## config.mk

```make
export PLATFORM = sky130hd
export DESIGN_NAME = ufa_core
export DESIGN_NICKNAME = d
export VERILOG_FILES = /design/src/include/ufa_pkg.sv /design/src/hdl/ufa_core.sv
export SDC_FILE = /design/constraint.sdc
export NUM_CORES = 1
export LEC_CHECK = 0
export BUFFER_PORTS_ARGS = -buffer_cell sky130_fd_sc_hd__buf_4
export CORE_MARGIN = 5
export CORE_UTILIZATION = 51
export CTS_CLUSTER_SIZE = 24
export DETAILED_ROUTE_END_ITERATION = 6
export MAX_ROUTING_LAYER = met4
export PLACE_DENSITY = 0.83
export SLEW_MARGIN = 10
export SYNTH_ARGS = -nofsm -noshare
export SYNTH_HDL_FRONTEND = slang
export SYNTH_SLANG_ARGS = --single-unit
```

## constraint.sdc

```tcl
create_clock -name mclk -period 5.5 [get_ports mclk]
set_input_delay 0.55 -clock mclk [delete_from_list [all_inputs] [get_ports mclk]]
set_output_delay 0.55 -clock mclk [all_outputs]
set_load 0.05 [all_outputs]
```

## src/include/ufa_pkg.sv

```systemverilog
/*
 Package for the USB function address and device control block: register
 offsets, field positions, reset values and timing counts.
 Assumes a Wishbone classic slave with byte-wide registers in low bits.
*/
package ufa_pkg;
    // ****************************************
    // Register offsets (byte addresses)
    // ****************************************
    localparam logic [7:0] UFA_FUNC_ADDR_OFF = 8'h00;
    localparam logic [7:0] UFA_DEV_CTRL_OFF  = 8'h04;
    localparam logic [7:0] UFA_IRQ_FLAG_OFF  = 8'h08;
    localparam logic [7:0] UFA_IRQ_EN_OFF    = 8'h0C;
    localparam logic [7:0] UFA_INDEX_OFF     = 8'h10;
    // ****************************************
    // Field positions
    // ****************************************
    localparam int UFA_PEND_BIT    = 7;
    localparam int UFA_ISO_BIT     = 7;
    localparam int UFA_INH_BIT     = 4;
    localparam int UFA_BRST_BIT    = 3;
    localparam int UFA_WAKE_BIT    = 2;
    localparam int UFA_SUSP_BIT    = 1;
    localparam int UFA_SUSPEND_DETECT_ENABLE_BIT   = 0;
    localparam int UFA_IRQ_SUSP    = 0;
    localparam int UFA_IRQ_RESUME  = 1;
    localparam int UFA_IRQ_RESET   = 2;
    // ****************************************
    // Reset values
    // ****************************************
    localparam logic [6:0] UFA_ADDR_RST   = 7'h00;
    localparam logic [7:0] UFA_CTRL_RST   = 8'h10;
    localparam logic [2:0] UFA_IEN_RST    = 3'h6;
    localparam logic [2:0] UFA_IEN_BUSRST = 3'h6;
    localparam logic [3:0] UFA_INDEX_RST  = 4'h0;
    // ****************************************
    // Timing
    // ****************************************
    localparam int UFA_CLK_NS      = 100;
    localparam int UFA_SRST_NS     = 400;
    localparam int UFA_SRST_CYC    = (UFA_SRST_NS + UFA_CLK_NS - 1) / UFA_CLK_NS;
endpackage : ufa_pkg

```

## src/hdl/ufa_core.sv

```systemverilog
/*
 USB device-level control: function address with deferred update, bus
 reset effects, software reset, suspend/resume, remote wakeup, iso update.
 Assumes the serial engine gives one-cycle event pulses on mclk.
*/
// Contract
// - Seven-bit function address held in a writable register.
// - New address takes effect only when the current transfer ends.
// - Pending flag bit 7 sets on write, clears when address active.
// - Bus reset detection sets bus reset flag bit 3.
// - Bus reset zeroes function address and flushes endpoint FIFOs.
// - Bus reset clears endpoint status registers and index to zero.
// - Bus reset enables all interrupts except suspend, clears flags.
// - Bus reset raises reset interrupt when enabled.
// - Writing one to bus reset bit resets the whole controller except the bus slave ack and read data registers.
// - Suspend entered on suspend signalling only when detection enabled.
// - Suspend interrupt raised only when its enable is set.
// - Suspend left on resume, bus reset or device reset.
// - Suspend exit on resume, bus reset or remote wakeup also wakes the internal oscillator; device reset does not.
// - Resume signalling leaves suspend, raises resume interrupt if enabled.
// - Remote wakeup bit drives resume signalling until firmware clears it.
// - Deferred iso update holds new iso packet until next frame start.
// - Iso IN token before frame start gets a zero-length packet.
// - One deferred update setting governs all iso endpoints.
// - Controller inhibited after reset; clearing inhibit bit enables it.
// - Inhibit returns to one only by reset; firmware ones ignored.
// - Reading an interrupt flag register clears all its flags.
`timescale 1ns/100ps
module ufa_core
    import ufa_pkg::*;
(
    // Clock and reset
    input  wire logic       mclk,
    input  wire logic       reset,
    // Wishbone slave
    input  wire logic       wb_cyc_i,
    input  wire logic       wb_stb_i,
    input  wire logic       wb_we_i,
    input  wire logic [7:0] wb_adr_i,
    input  wire logic [3:0] wb_sel_i,
    input  wire logic [31:0] wb_dat_i,
    output logic [31:0]     wb_dat_o,
    output logic            wb_ack_o,
    // Serial engine events
    input  wire logic       bus_reset_seen,
    input  wire logic       suspend_seen,
    input  wire logic       resume_seen,
    input  wire logic       transfer_done,
    input  wire logic       sof_seen,
    input  wire logic       iso_loaded,
    input  wire logic       iso_in_token,
    input  wire logic       token_valid,
    input  wire logic [6:0] token_addr,
    // Device side outputs
    output logic            token_accept,
    output logic            iso_send_zero,
    output logic            iso_release,
    output logic            fifo_flush,
    output logic            ep_regs_clear,
    output logic            drive_resume,
    output logic            osc_wake,
    output logic            link_enabled,
    output logic            suspended,
    output logic            irq_out
);
    // ****************************************
    // Registers
    // ****************************************
    logic [6:0] addr_new_reg, addr_act_reg;
    logic       pend_reg;
    logic       inh_reg, iso_reg, wake_reg, susp_reg, suspend_detect_enable_reg, brst_reg;
    logic [2:0] iflag_reg, ien_reg;
    logic [3:0] index_reg;
    logic       iso_hold_reg;
    logic [2:0] srst_cnt_reg;
    logic [31:0] dat_reg;
    logic       ack_reg, acc_reg, zero_reg, rel_reg, flush_reg, osc_reg;
    logic       len_reg, irq_reg;

    // ****************************************
    // Decode
    // ****************************************
    wire req      = wb_cyc_i & wb_stb_i & ~ack_reg;
    wire wr       = req & wb_we_i & wb_sel_i[0];
    wire rd       = req & ~wb_we_i;
    wire wr_addr  = wr & (wb_adr_i == UFA_FUNC_ADDR_OFF);
    wire wr_ctrl  = wr & (wb_adr_i == UFA_DEV_CTRL_OFF);
    wire wr_ien   = wr & (wb_adr_i == UFA_IRQ_EN_OFF);
    wire wr_index = wr & (wb_adr_i == UFA_INDEX_OFF);
    wire rd_flag  = rd & (wb_adr_i == UFA_IRQ_FLAG_OFF);
    // Software reset stretched so every register but the bus slave ack and read data sees it
    wire soft_rst = wr_ctrl & wb_dat_i[UFA_BRST_BIT];
    wire srst     = reset | (srst_cnt_reg != 3'h0);
    wire busrst   = bus_reset_seen & ~inh_reg;
    wire susp_in  = suspend_seen & suspend_detect_enable_reg & ~susp_reg & ~inh_reg;
    wire wake_in  = resume_seen | busrst | (wr_ctrl & wb_dat_i[UFA_WAKE_BIT]);
    wire resume_ev = resume_seen & susp_reg;
    wire [7:0] ctrl_rd = {iso_reg, 2'h0, inh_reg, brst_reg, wake_reg, susp_reg, suspend_detect_enable_reg};
    wire [7:0] rdmux =
        (wb_adr_i == UFA_FUNC_ADDR_OFF) ? {pend_reg, addr_new_reg} :
        (wb_adr_i == UFA_DEV_CTRL_OFF)  ? ctrl_rd :
        (wb_adr_i == UFA_IRQ_FLAG_OFF)  ? {5'h00, iflag_reg} :
        (wb_adr_i == UFA_IRQ_EN_OFF)    ? {5'h00, ien_reg} :
        (wb_adr_i == UFA_INDEX_OFF)     ? {4'h0, index_reg} : 8'h00;
    wire [2:0] iflag_set = {busrst & ien_reg[UFA_IRQ_RESET],
                            resume_ev & ien_reg[UFA_IRQ_RESUME],
                            susp_in & ien_reg[UFA_IRQ_SUSP]};

    // ****************************************
    // Bus slave
    // ****************************************
    always_ff @(posedge mclk) begin
        if (reset) begin
            ack_reg <= 1'b0;
            dat_reg <= 32'h0000_0000;
        end else begin
            ack_reg <= req;
            dat_reg <= rd ? {24'h000000, rdmux} : 32'h0000_0000;
        end
    end

    always_ff @(posedge mclk) begin
        if (reset) begin
            srst_cnt_reg <= 3'h0;
        end else if (soft_rst) begin
            srst_cnt_reg <= 3'(UFA_SRST_CYC);
        end else if (srst_cnt_reg != 3'h0) begin
            srst_cnt_reg <= srst_cnt_reg - 3'h1;
        end
    end

    // ****************************************
    // Function address
    // ****************************************
    always_ff @(posedge mclk) begin
        if (srst) begin
            addr_new_reg <= UFA_ADDR_RST;
            addr_act_reg <= UFA_ADDR_RST;
            pend_reg     <= 1'b0;
        end else if (busrst) begin
            addr_new_reg <= UFA_ADDR_RST;
            addr_act_reg <= UFA_ADDR_RST;
            pend_reg     <= 1'b0;
        end else if (wr_addr) begin
            addr_new_reg <= wb_dat_i[6:0];
            pend_reg     <= 1'b1;
        end else if (pend_reg && transfer_done) begin
            addr_act_reg <= addr_new_reg;
            pend_reg     <= 1'b0;
        end
    end

    // ****************************************
    // Device control
    // ****************************************
    always_ff @(posedge mclk) begin
        if (srst) begin
            iso_reg   <= UFA_CTRL_RST[UFA_ISO_BIT];
            inh_reg   <= UFA_CTRL_RST[UFA_INH_BIT];
            len_reg   <= ~UFA_CTRL_RST[UFA_INH_BIT];
            brst_reg  <= UFA_CTRL_RST[UFA_BRST_BIT];
            wake_reg  <= UFA_CTRL_RST[UFA_WAKE_BIT];
            susp_reg  <= UFA_CTRL_RST[UFA_SUSP_BIT];
            suspend_detect_enable_reg <= UFA_CTRL_RST[UFA_SUSPEND_DETECT_ENABLE_BIT];
        end else begin
            if (wr_ctrl) begin
                len_reg   <= ~(inh_reg & wb_dat_i[UFA_INH_BIT]);
                iso_reg   <= wb_dat_i[UFA_ISO_BIT];
                suspend_detect_enable_reg <= wb_dat_i[UFA_SUSPEND_DETECT_ENABLE_BIT];
                wake_reg  <= wb_dat_i[UFA_WAKE_BIT];
                inh_reg   <= inh_reg & wb_dat_i[UFA_INH_BIT];
            end
            brst_reg <= busrst | (brst_reg & ~busrst);
            if (susp_in) begin
                susp_reg <= 1'b1;
            end else if (wake_in) begin
                susp_reg <= 1'b0;
            end
        end
    end

    // ****************************************
    // Interrupts, index
    // ****************************************
    always_ff @(posedge mclk) begin
        if (srst) begin
            iflag_reg <= 3'h0;
            irq_reg   <= 1'b0;
            ien_reg   <= UFA_IEN_RST;
            index_reg <= UFA_INDEX_RST;
        end else if (busrst) begin
            iflag_reg <= 3'(1 << UFA_IRQ_RESET) & {3{ien_reg[UFA_IRQ_RESET]}};
            irq_reg   <= ien_reg[UFA_IRQ_RESET];
            ien_reg   <= UFA_IEN_BUSRST | (ien_reg & 3'h1);
            index_reg <= UFA_INDEX_RST;
        end else begin
            // Set wins over the read clear
            iflag_reg <= (rd_flag ? 3'h0 : iflag_reg) | iflag_set;
            irq_reg   <= |((rd_flag ? 3'h0 : iflag_reg) | iflag_set);
            if (wr_ien) begin
                ien_reg <= wb_dat_i[2:0];
            end
            if (wr_index) begin
                index_reg <= wb_dat_i[3:0];
            end
        end
    end

    // ****************************************
    // Iso deferral and token filter
    // ****************************************
    always_ff @(posedge mclk) begin
        if (srst) begin
            iso_hold_reg <= 1'b0;
            acc_reg <= 1'b0;
            zero_reg <= 1'b0;
            rel_reg <= 1'b0;
            flush_reg <= 1'b0;
            osc_reg <= 1'b0;
        end else begin
            if (iso_loaded && iso_reg) begin
                iso_hold_reg <= 1'b1;
            end else if (sof_seen) begin
                iso_hold_reg <= 1'b0;
            end
            rel_reg   <= sof_seen & iso_hold_reg;
            zero_reg  <= iso_in_token & iso_hold_reg & ~sof_seen;
            acc_reg   <= token_valid & ~inh_reg & (token_addr == addr_act_reg);
            flush_reg <= busrst;
            osc_reg   <= susp_reg & wake_in;
        end
    end

    assign wb_ack_o      = ack_reg;
    assign wb_dat_o      = dat_reg;
    assign token_accept  = acc_reg;
    assign iso_send_zero = zero_reg;
    assign iso_release   = rel_reg;
    assign fifo_flush    = flush_reg;
    assign ep_regs_clear = flush_reg;
    assign drive_resume  = wake_reg;
    assign osc_wake      = osc_reg;
    assign link_enabled  = len_reg;
    assign suspended     = susp_reg;
    assign irq_out       = irq_reg;
endmodule : ufa_core

```

# --- After elaboration in Yosys (flattened, before gate mapping) ---
# Cells that the tools add are included.
op_classes:
  addsub: 1
  n_eq_ne: 5
  mux: 16
  n_bitwise: 42
  reduce_logical: 14
ops:
  columns: ["cell", "count"]
  rows:
  - ["$and A1 B1 Y1", 28]
  - ["$eq A8 B4 Y1 const B", 2]
  - ["$mux W8", 2]
  - ["$mux W3", 4]
  - ["$mux W4", 3]
  - ["$not A1 Y1", 9]
  - ["$eq A8 B3 Y1 const B", 1]
  - ["$eq A8 B5 Y1 const B", 1]
  - ["$logic_not A8 Y1", 1]
  - ["$reduce_bool A2 Y1", 4]
  - ["$eq A7 B7 Y1", 1]
  - ["$mux W1", 7]
  - ["$reduce_or A2 Y1", 3]
  - ["$or A1 B1 Y1", 4]
  - ["$reduce_and A2 Y1", 2]
  - ["$or A3 B3 Y3", 1]
  - ["$reduce_bool A3 Y1", 1]
  - ["$reduce_or A3 Y1", 1]
  - ["$sub A3 B1 Y3 const B", 1]
  - ["$logic_and A1 B1 Y1", 2]
totals:
  reg_bits: 75
  input_bits: 64
  output_inout_bits: 43
  elab_cells: 105

# --- Longest topological paths before layout ---
# Gate-level depths: netlist (run 1).
logic_depth:
  depth_word: 9
  ltp_mapped: 8
  ltp_nobuf: 7

# --- Worst setup path before layout (run 1) ---
# OpenSTA, ideal clock, no wires.
synth_timing:
  kind: "input port to flip-flop"
  start: "input port wb_adr_i[5]"
  end: "register dat_reg[0], in the netlist wb_dat_o[0]"
  setup_ns: 0.075
  arrival_ns: 1.960
  t_required_ns: 5.425
  setup_slack_ns: 3.465
  stages: 5
  n_path_buf: 1
  path_cell_list: "or3_4 -> or4_4 -> or3_1 -> buf_6 -> o22ai_1"
synth_via:
  elab_chain_cells: 6
  word_cells_on_any_way: 10
  cone_classes: "4 x eq/ne; 5 x mux; 1 x reduce/logical"
synth_lines:
  columns: ["element", "line", "source"]
  rows:
  - ["start, declared", "ufa_core.sv:39", "input wire logic [7:0] wb_adr_i,"]
  - ["$eq A8 B5 Y1", "ufa_core.sv:104", "(wb_adr_i == UFA_INDEX_OFF) ? {4'h0, index_reg} : 8'h00;"]
  - ["$mux W4", "ufa_core.sv:104", null]
  - ["$mux W4", "ufa_core.sv:103", "(wb_adr_i == UFA_IRQ_EN_OFF) ? {5'h00, ien_reg} :"]
  - ["$mux W4", "ufa_core.sv:102", "(wb_adr_i == UFA_IRQ_FLAG_OFF) ? {5'h00, iflag_reg} :"]
  - ["$mux W8", "ufa_core.sv:101", "(wb_adr_i == UFA_DEV_CTRL_OFF) ? ctrl_rd :"]
  - ["$mux W8 (*)", "ufa_core.sv:100", "(wb_adr_i == UFA_FUNC_ADDR_OFF) ? {pend_reg, addr_new_reg} :"]
  - ["end signal, assigned", "ufa_core.sv:118", "dat_reg <= rd ? {24'h000000, rdmux} : 32'h0000_0000;"]
  - ["end, declared", "ufa_core.sv:76", "logic [31:0] dat_reg;"]
# Mark *: on every way between the ends. The rest lies on a longest branch, timed or not.
# A chain may end at the register's enable or synchronous reset.

# --- Worst setup path after layout (run 1) ---
layout_timing:
  start: "register srst_cnt_reg[0]"
  end: "register addr_act_reg[0]"
layout_via:
  elab_chain_cells: 3
layout_lines:
  columns: ["element", "line", "source"]
  rows:
  - ["start, declared", "ufa_core.sv:75", "logic [2:0] srst_cnt_reg;"]
  - ["start signal, assigned", "ufa_core.sv:126", "srst_cnt_reg <= 3'(UFA_SRST_CYC);"]
  - ["start signal, assigned", "ufa_core.sv:128", "srst_cnt_reg <= srst_cnt_reg - 3'h1;"]
  - ["$reduce_bool A3 Y1", "ufa_core.sv:93", "wire srst = reset | (srst_cnt_reg != 3'h0);"]
  - ["$or A1 B1 Y1", "ufa_core.sv:93", null]
  - ["$reduce_or A2 Y1 (no source line)", null, null]
  - ["end signal, assigned", "ufa_core.sv:148", "addr_act_reg <= addr_new_reg;"]
  - ["end, declared", "ufa_core.sv:69", "logic [6:0] addr_new_reg, addr_act_reg;"]
# Every way passes these cells.

==> results.sh, run 1 <==
export IMPL_hold_buffers=0
export IMPL_clk_latency_ns=0.30
export IMPL_switching_power_mw=0.2453
export IMPL_grt_setup_unrepaired="false"
export IMPL_ys_top_cells_by_area="dfxtp_1 42%, buf_4 7.7%, mux2i_1 5.7%, nand3_1 5.3%, a21oi_1 4.1%"
export IMPL_power_density_nw_per_um2=265.4
export IMPL_holdWs_ns=0.4344
export IMPL_synthCells=285
export IMPL_fin_cells=386
export IMPL_hpwl_mm=4.305
export IMPL_placedCellCount=378
export IMPL_grt_overflow=0
export IMPL_drt_wirelength_per_cell_um=14.64
export IMPL_detail_route_first_pass_iterations=4
export IMPL_fp_dieH_um=79.22
export IMPL_port_buffer_count=55
export IMPL_async_flop_share=0
export IMPL_via_per_inst=5.536
export IMPL_synth_top_cell_area_share=0.4178
export IMPL_routed_wl_mm=5.652
export IMPL_holdPathStages=2
export IMPL_ys_flop_type="dfxtp_1"
export IMPL_setup_tns_final_ns=0
export IMPL_num_io_pins=107
export IMPL_post_route_min_period_ns=2.230
export IMPL_yosysTopAreaCell="dfxtp_1"
export IMPL_crit_type="reg -> reg"
export IMPL_hold_end="srst_cnt_reg[2]"
export IMPL_tightest_slew_ns=0.7861
export IMPL_n_antenna_cell=0
export IMPL_switching_share=0.3243
export IMPL_die_area_um2=6276
export IMPL_gp_congestion=0.8606
export IMPL_timing_rr_start="srst_cnt_reg[0]"
export IMPL_final_max_slew_violation_count=0
export IMPL_crit_fanout=19
export IMPL_cp_arrival_ns=2.46
export IMPL_max_cap_violations=0
export IMPL_place_worst_setup_slack_ns=2.950
export IMPL_rr_worst_depth=7
export IMPL_grt_pass1_wl_mm=9.280
export IMPL_coreArea_um2=4692
export IMPL_clock_skew_ns=0.01050
export IMPL_p_leak_nw=1.102
export IMPL_fp_row_count=25
export IMPL_numClockSinks=51
export IMPL_syn_area_um2=2444
export IMPL_setup_violations=0
export IMPL_largest_reg_flops=8
export IMPL_antenna_found_initial=0
export IMPL_fp_dieW_um=79.22
export IMPL_p_comb_frac=0.222
export IMPL_pwr_share_clk=0.277
export IMPL_synth_edf_count=0
export IMPL_track_usage=0.1926
export IMPL_ant_nets=0
export IMPL_fmax_mhz=448.5
export IMPL_cts_tree="done"
export IMPL_synth_avg_cell_area_um2=8.574
export IMPL_cts_made_buffers=5
export IMPL_post_synth_num_cell_types=44
export IMPL_num_vias=2137
export IMPL_required_ns=5.73
export IMPL_htree_levels=2
export IMPL_finalHoldViolations=0
export IMPL_critPathLaunchType="register"
export IMPL_cts_buffer_depth=2
export IMPL_holdCritPathClass="in -> reg"
export IMPL_finalCritPeriodShare=0.4054
export IMPL_grt_pass1_vias=1992
export IMPL_nNetsFinal=398
export IMPL_yosysSeqAreaShare=0.4178
export IMPL_cts_resized=0
export IMPL_finalWorstSetupSlack_ns=3.270
export IMPL_drive_gt1_frac=0.2139
export IMPL_first_iter_violations=199
export IMPL_path_clk_slew_ns=0.09
export IMPL_ys_seq_elements=51
export IMPL_initial_utilization=0.5208
export IMPL_area_delta_synth_final_pct=16.64
export IMPL_ys_warn_count=0
export IMPL_p_int_mw=0.5111
export IMPL_r2r_end="addr_act_reg[0]"
export IMPL_cts_root_buf="clkbuf_8"
export IMPL_outcome="complete, no violations"
export IMPL_grt_max_degree=20
export IMPL_worstHoldStart="reset"
export IMPL_regToRegSetupSlack_ns=3.27
export IMPL_seqPwrFrac=0.502
export IMPL_vdd_drop_max_v=0.0001234
export IMPL_route_detailed_drc=0
export IMPL_cts_setup_buffers=0
export IMPL_end_kind="register"
export IMPL_slew_headroom=0.4711
synth_stat cells (4+ instances only):
| master | number |
|---|---|
| nor2_1 | 16 |
| o21ai_0 | 17 |
| a21oi_1 | 20 |
| nor4_1 | 4 |
| nand3_1 | 26 |
| mux2i_1 | 14 |
| a22oi_1 | 4 |
| o22ai_1 | 6 |
| clkbuf_1 | 11 |
| inv_1 | 9 |
| dfxtp_1 | 51 |
| xor2_1 | 4 |
| buf_4 | 25 |
| nor2b_1 | 5 |
| nand2_1 | 20 |
| xnor2_1 | 4 |
| and3_1 | 4 |
per-layer routing:
metal  wire [um]  GRT usage  vias to the layer above  part of all wire
met5           0          -                        -                 0
met4         123    0.06701                        0             0.022
met3         472    0.03741                       15             0.084
met2        2649     0.2963                      104              0.47
met1        2407     0.2539                      981              0.43
li1            -          -                     1037                 -
worst max-delay path by stage:
stage	start	endpoint	slack, ns	cells past startpoint
2_1_floorplan	wb_adr_i[5]	wb_dat_o[0]	3.47	5
3_3_place_gp	srst_cnt_reg[0]	addr_act_reg[3]	3.05	7
3_5_place_dp	srst_cnt_reg[0]	addr_act_reg[4]	2.95	7
4_1_cts	srst_cnt_reg[0]	addr_act_reg[4]	2.92	7
5_1_grt	srst_cnt_reg[0]	addr_act_reg[0]	3.06	7
6_report	srst_cnt_reg[0]	addr_act_reg[0]	3.27	7
cells in the final DEF, fill, tap and decap left out, types with 2 or more instances in the layout:
cell type and n:
nand4_1 2, or2_2 2, nor2_1 15, or3_1 2, a31oi_1 2, and3_1 4, nor2b_1 5, o21a_1 3
o22ai_1 6, a211oi_1 2, dfxtp_1 51, o21ai_0 17, clkbuf_8 5, nand3b_1 3, nor3_1 3, nand2b_1 3
conb_1 24, nor4_1 4, nand3_1 26, nor3b_2 2, a22oi_1 4, ha_1 3, mux2i_1 14, inv_1 9
xnor2_1 4, xor2_1 4, o31ai_1 2, a21oi_1 20, buf_4 55, nand2_1 20
through the flow:
step	total power, mW	util	area, um^2
floorplan	0.5212	-	2530
global placement	0.5488	0.5888	2763
detailed placement	0.5538	0.5888	2763
CTS	0.7582	0.6069	2848
global route	0.7890	0.6075	2850
finish	0.7564	0.6075	2850
worst max-delay path, stage by stage (launching register included):
cell and delay (ns):
dfxtp_1 0.33, inv_1 0.06, ha_1 0.16, ha_1 0.27
nand2b_1 0.31, nor2_2 0.73, nand2_1 0.11, mux2i_1 0.17
cell type report:
type	count	area [um^2]
clock inverters	2	12.51
clock buffers	6	72.57
fillers	438	1842
flip-flops and latches	51	1021
inverters	9	33.78
multi-input cells	209	1230
repair buffers	55	412.9
well taps	54	67.56
power groups by stage:
stage / clock network, mW / registers (mW) / logic, mW
CTS: 0.212 / 0.379 / 0.167
finish: 0.209 / 0.379 / 0.168
global route: 0.227 / 0.380 / 0.182
detailed placement: 0 / 0.388 / 0.166
global placement: 0 / 0.387 / 0.161
floorplan: 0 / 0.388 / 0.133
logic make-up (layout without fill, tap and decap cells):
logic type,count (synthesis),in the layout,share of synthesized area
mux,14,14,0.05735
simple gates,99,99,0.2166
xor+xnor,8,8,0.02867
other cells,1,24,0.001535
compound gates,61,61,0.1475
buf+inv,48,72,0.1152
fa+ha+maj,3,3,0.01536
flops,51,51,0.4178
No activity file was read; power rests on OpenSTA's default activity.
==> run 2: changes to the inputs <==
--- a/config.mk
+++ b/config.mk
@@ -7,11 +7,11 @@
 export LEC_CHECK = 0
 export BUFFER_PORTS_ARGS = -buffer_cell sky130_fd_sc_hd__buf_4
 export CORE_MARGIN = 5
-export CORE_UTILIZATION = 51
+export CORE_UTILIZATION = 47
 export CTS_CLUSTER_SIZE = 24
 export DETAILED_ROUTE_END_ITERATION = 6
 export MAX_ROUTING_LAYER = met4
-export PLACE_DENSITY = 0.83
+export PLACE_DENSITY = 0.77
 export SLEW_MARGIN = 10
 export SYNTH_ARGS = -nofsm -noshare
 export SYNTH_HDL_FRONTEND = slang
==> constraint.sdc (replaced) <==
create_clock -name mclk -period 2.25 [get_ports mclk]
set_input_delay 0.225 -clock mclk [delete_from_list [all_inputs] [get_ports mclk]]
set_output_delay 0.225 -clock mclk [all_outputs]
set_load 0.05 [all_outputs]
==> run 2 against run 1 <==
Global-route usage decreased by 0.60 points. Maximum frequency up 17%. Largest power group unchanged. Sequential share of layout area decreased by 1.1 points. Total power increased by 150%. Critical path depth decreased by 3. First-iteration DRC count down 20%. Sequential power grew 140%.
==> results.sh, run 2 (same netlist as run 1, synthesis figures left out) <==
export IMPL_final_max_slew_violation_count=0
export IMPL_grt_overflow=0
export IMPL_holdWs_ns=0.1190
export IMPL_cts_made_buffers=5
export IMPL_initial_utilization=0.4815
export IMPL_path_clk_slew_ns=0.09
export IMPL_clk_latency_ns=0.30
export IMPL_detail_route_first_pass_iterations=4
export IMPL_fillers=503
export IMPL_outcome="complete, no violations"
export IMPL_drt_wirelength_per_cell_um=14.21
export IMPL_required_ns=2.48
export IMPL_cts_setup_buffers=0
export IMPL_hold_buffers=0
export IMPL_slew_headroom=0.5464
export IMPL_finalCritPeriodShare=0.8483
export IMPL_route_detailed_drc=0
export IMPL_finalPower_mw=1.885
export IMPL_nNetsFinal=408
export IMPL_ant_nets=0
export IMPL_seqCellArea_um2=1021
export IMPL_critPathLaunchType="register"
export IMPL_cts_resized=0
export IMPL_cts_buffer_depth=2
export IMPL_grt_pass1_vias=2053
export IMPL_clock_skew_ns=0.008005
export IMPL_fp_dieH_um=82.11
export IMPL_multi_input_area_um2=1227
export IMPL_final_core_util=0.5791
export IMPL_die_area_um2=6741
export IMPL_grt_max_degree=19
export IMPL_cts_root_buf="clkbuf_8"
export IMPL_fmax_mhz=524.0
export IMPL_gp_congestion=0.8310
export IMPL_port_buffer_count=55
export IMPL_setup_violations=0
export IMPL_cts_tree="done"
export IMPL_holdCritPathClass="in -> reg"
export IMPL_largest_reg_flops=8
export IMPL_vdd_drop_max_v=0.0003065
export IMPL_numClockSinks=51
export IMPL_num_vias=2168
export IMPL_finalHoldViolations=0
export IMPL_crit_fanout=7
export IMPL_first_iter_violations=160
export IMPL_crit_type="reg -> reg"
export IMPL_grt_setup_unrepaired="false"
export IMPL_track_usage=0.1866
export IMPL_power_density_nw_per_um2=641.5
export IMPL_post_route_min_period_ns=1.909
export IMPL_drive_gt1_frac=0.2310
export IMPL_cp_arrival_ns=2.14
export IMPL_fp_row_count=26
export IMPL_routed_wl_mm=5.855
export IMPL_area_delta_synth_final_pct=20.28
export IMPL_n_antenna_cell=0
export IMPL_end_kind="register"
export IMPL_antenna_found_initial=0
export IMPL_coreArea_um2=5075
export IMPL_layout_commonest_cell="buf_4"
export IMPL_tightest_slew_ns=0.6742
export IMPL_max_cap_violations=0
export IMPL_fp_dieW_um=82.11
export IMPL_num_io_pins=107
export IMPL_htree_levels=2
export IMPL_grt_pass1_wl_mm=9.397
export IMPL_setup_tns_final_ns=0
export IMPL_via_per_inst=5.262
export IMPL_final_cell_mix="65 x buf_4, 51 x dfxtp_1, 26 x nand3_1, 24 x conb_1"
export IMPL_p_leak_nw=1.154
export IMPL_hpwl_mm=4.587
[run 2: changes by cell type in the layout (fill, tap and decap cells not counted), sizes merged]
cell / previous run / this run
buf: 55 / 65
clkinvlp: 1 / 0
clkbuf: 6 / 7
[run 2: where the power goes]
group,total (mW),internal [mW],switching [mW],leakage [nW]
registers,0.926,0.918,0.00848,0.411
logic,0.453,0.148,0.306,0.701
clock network,0.506,0.219,0.287,0.0422
[run 2: final timing paths]
path              slack (ns)               to            start  cells past startpoint
setup / recovery        0.34      wb_dat_o[2]         wb_ack_o                      4
hold / removal          0.12  srst_cnt_reg[2]            reset                      2
setup reg to reg        0.34      wb_dat_o[2]         wb_ack_o                      4
hold reg to reg         0.48  addr_act_reg[2]  addr_act_reg[2]                      2
[run 2: final cells by class]
class | instances | share of cell area
clock buffers | 7 | 0.02597
clock inverters | 1 | 0.001703
inverters | 9 | 0.01149
multi-input cells | 209 | 0.4176
flip-flops and latches | 51 | 0.3474
well taps | 70 | 0.02980
repair buffers | 65 | 0.1660
[run 2: worst max-delay path, cell delays in order, from the launching register on]
cell	delay [ns]
dfxtp_1	0.33
nand4bb_1	0.21
or4_4	0.58
or3_1	0.49
o22ai_1	0.22
[run 2: through the flow]
step	cells	instance area, um^2	worst slack [ns]
3_5_place_dp	404	2858	0.2499
5_1_grt	412	2939	0.2173
6_report	412	2939	0.3414
4_1_cts	412	2939	0.3197
3_3_place_gp	404	2858	0.2605
2_1_floorplan	308	2530	0.2953
[run 2: metal layers]
| metal | global-route usage | vias to the layer above | wire length, um |
|---|---|---|---|
| met5 | - | - | 0 |
| met4 | 0.1013 | 0 | 184 |
| met3 | 0.03145 | 17 | 394 |
| met2 | 0.2859 | 84 | 2701 |
| met1 | 0.2345 | 1002 | 2575 |
| li1 | - | 1065 | - |
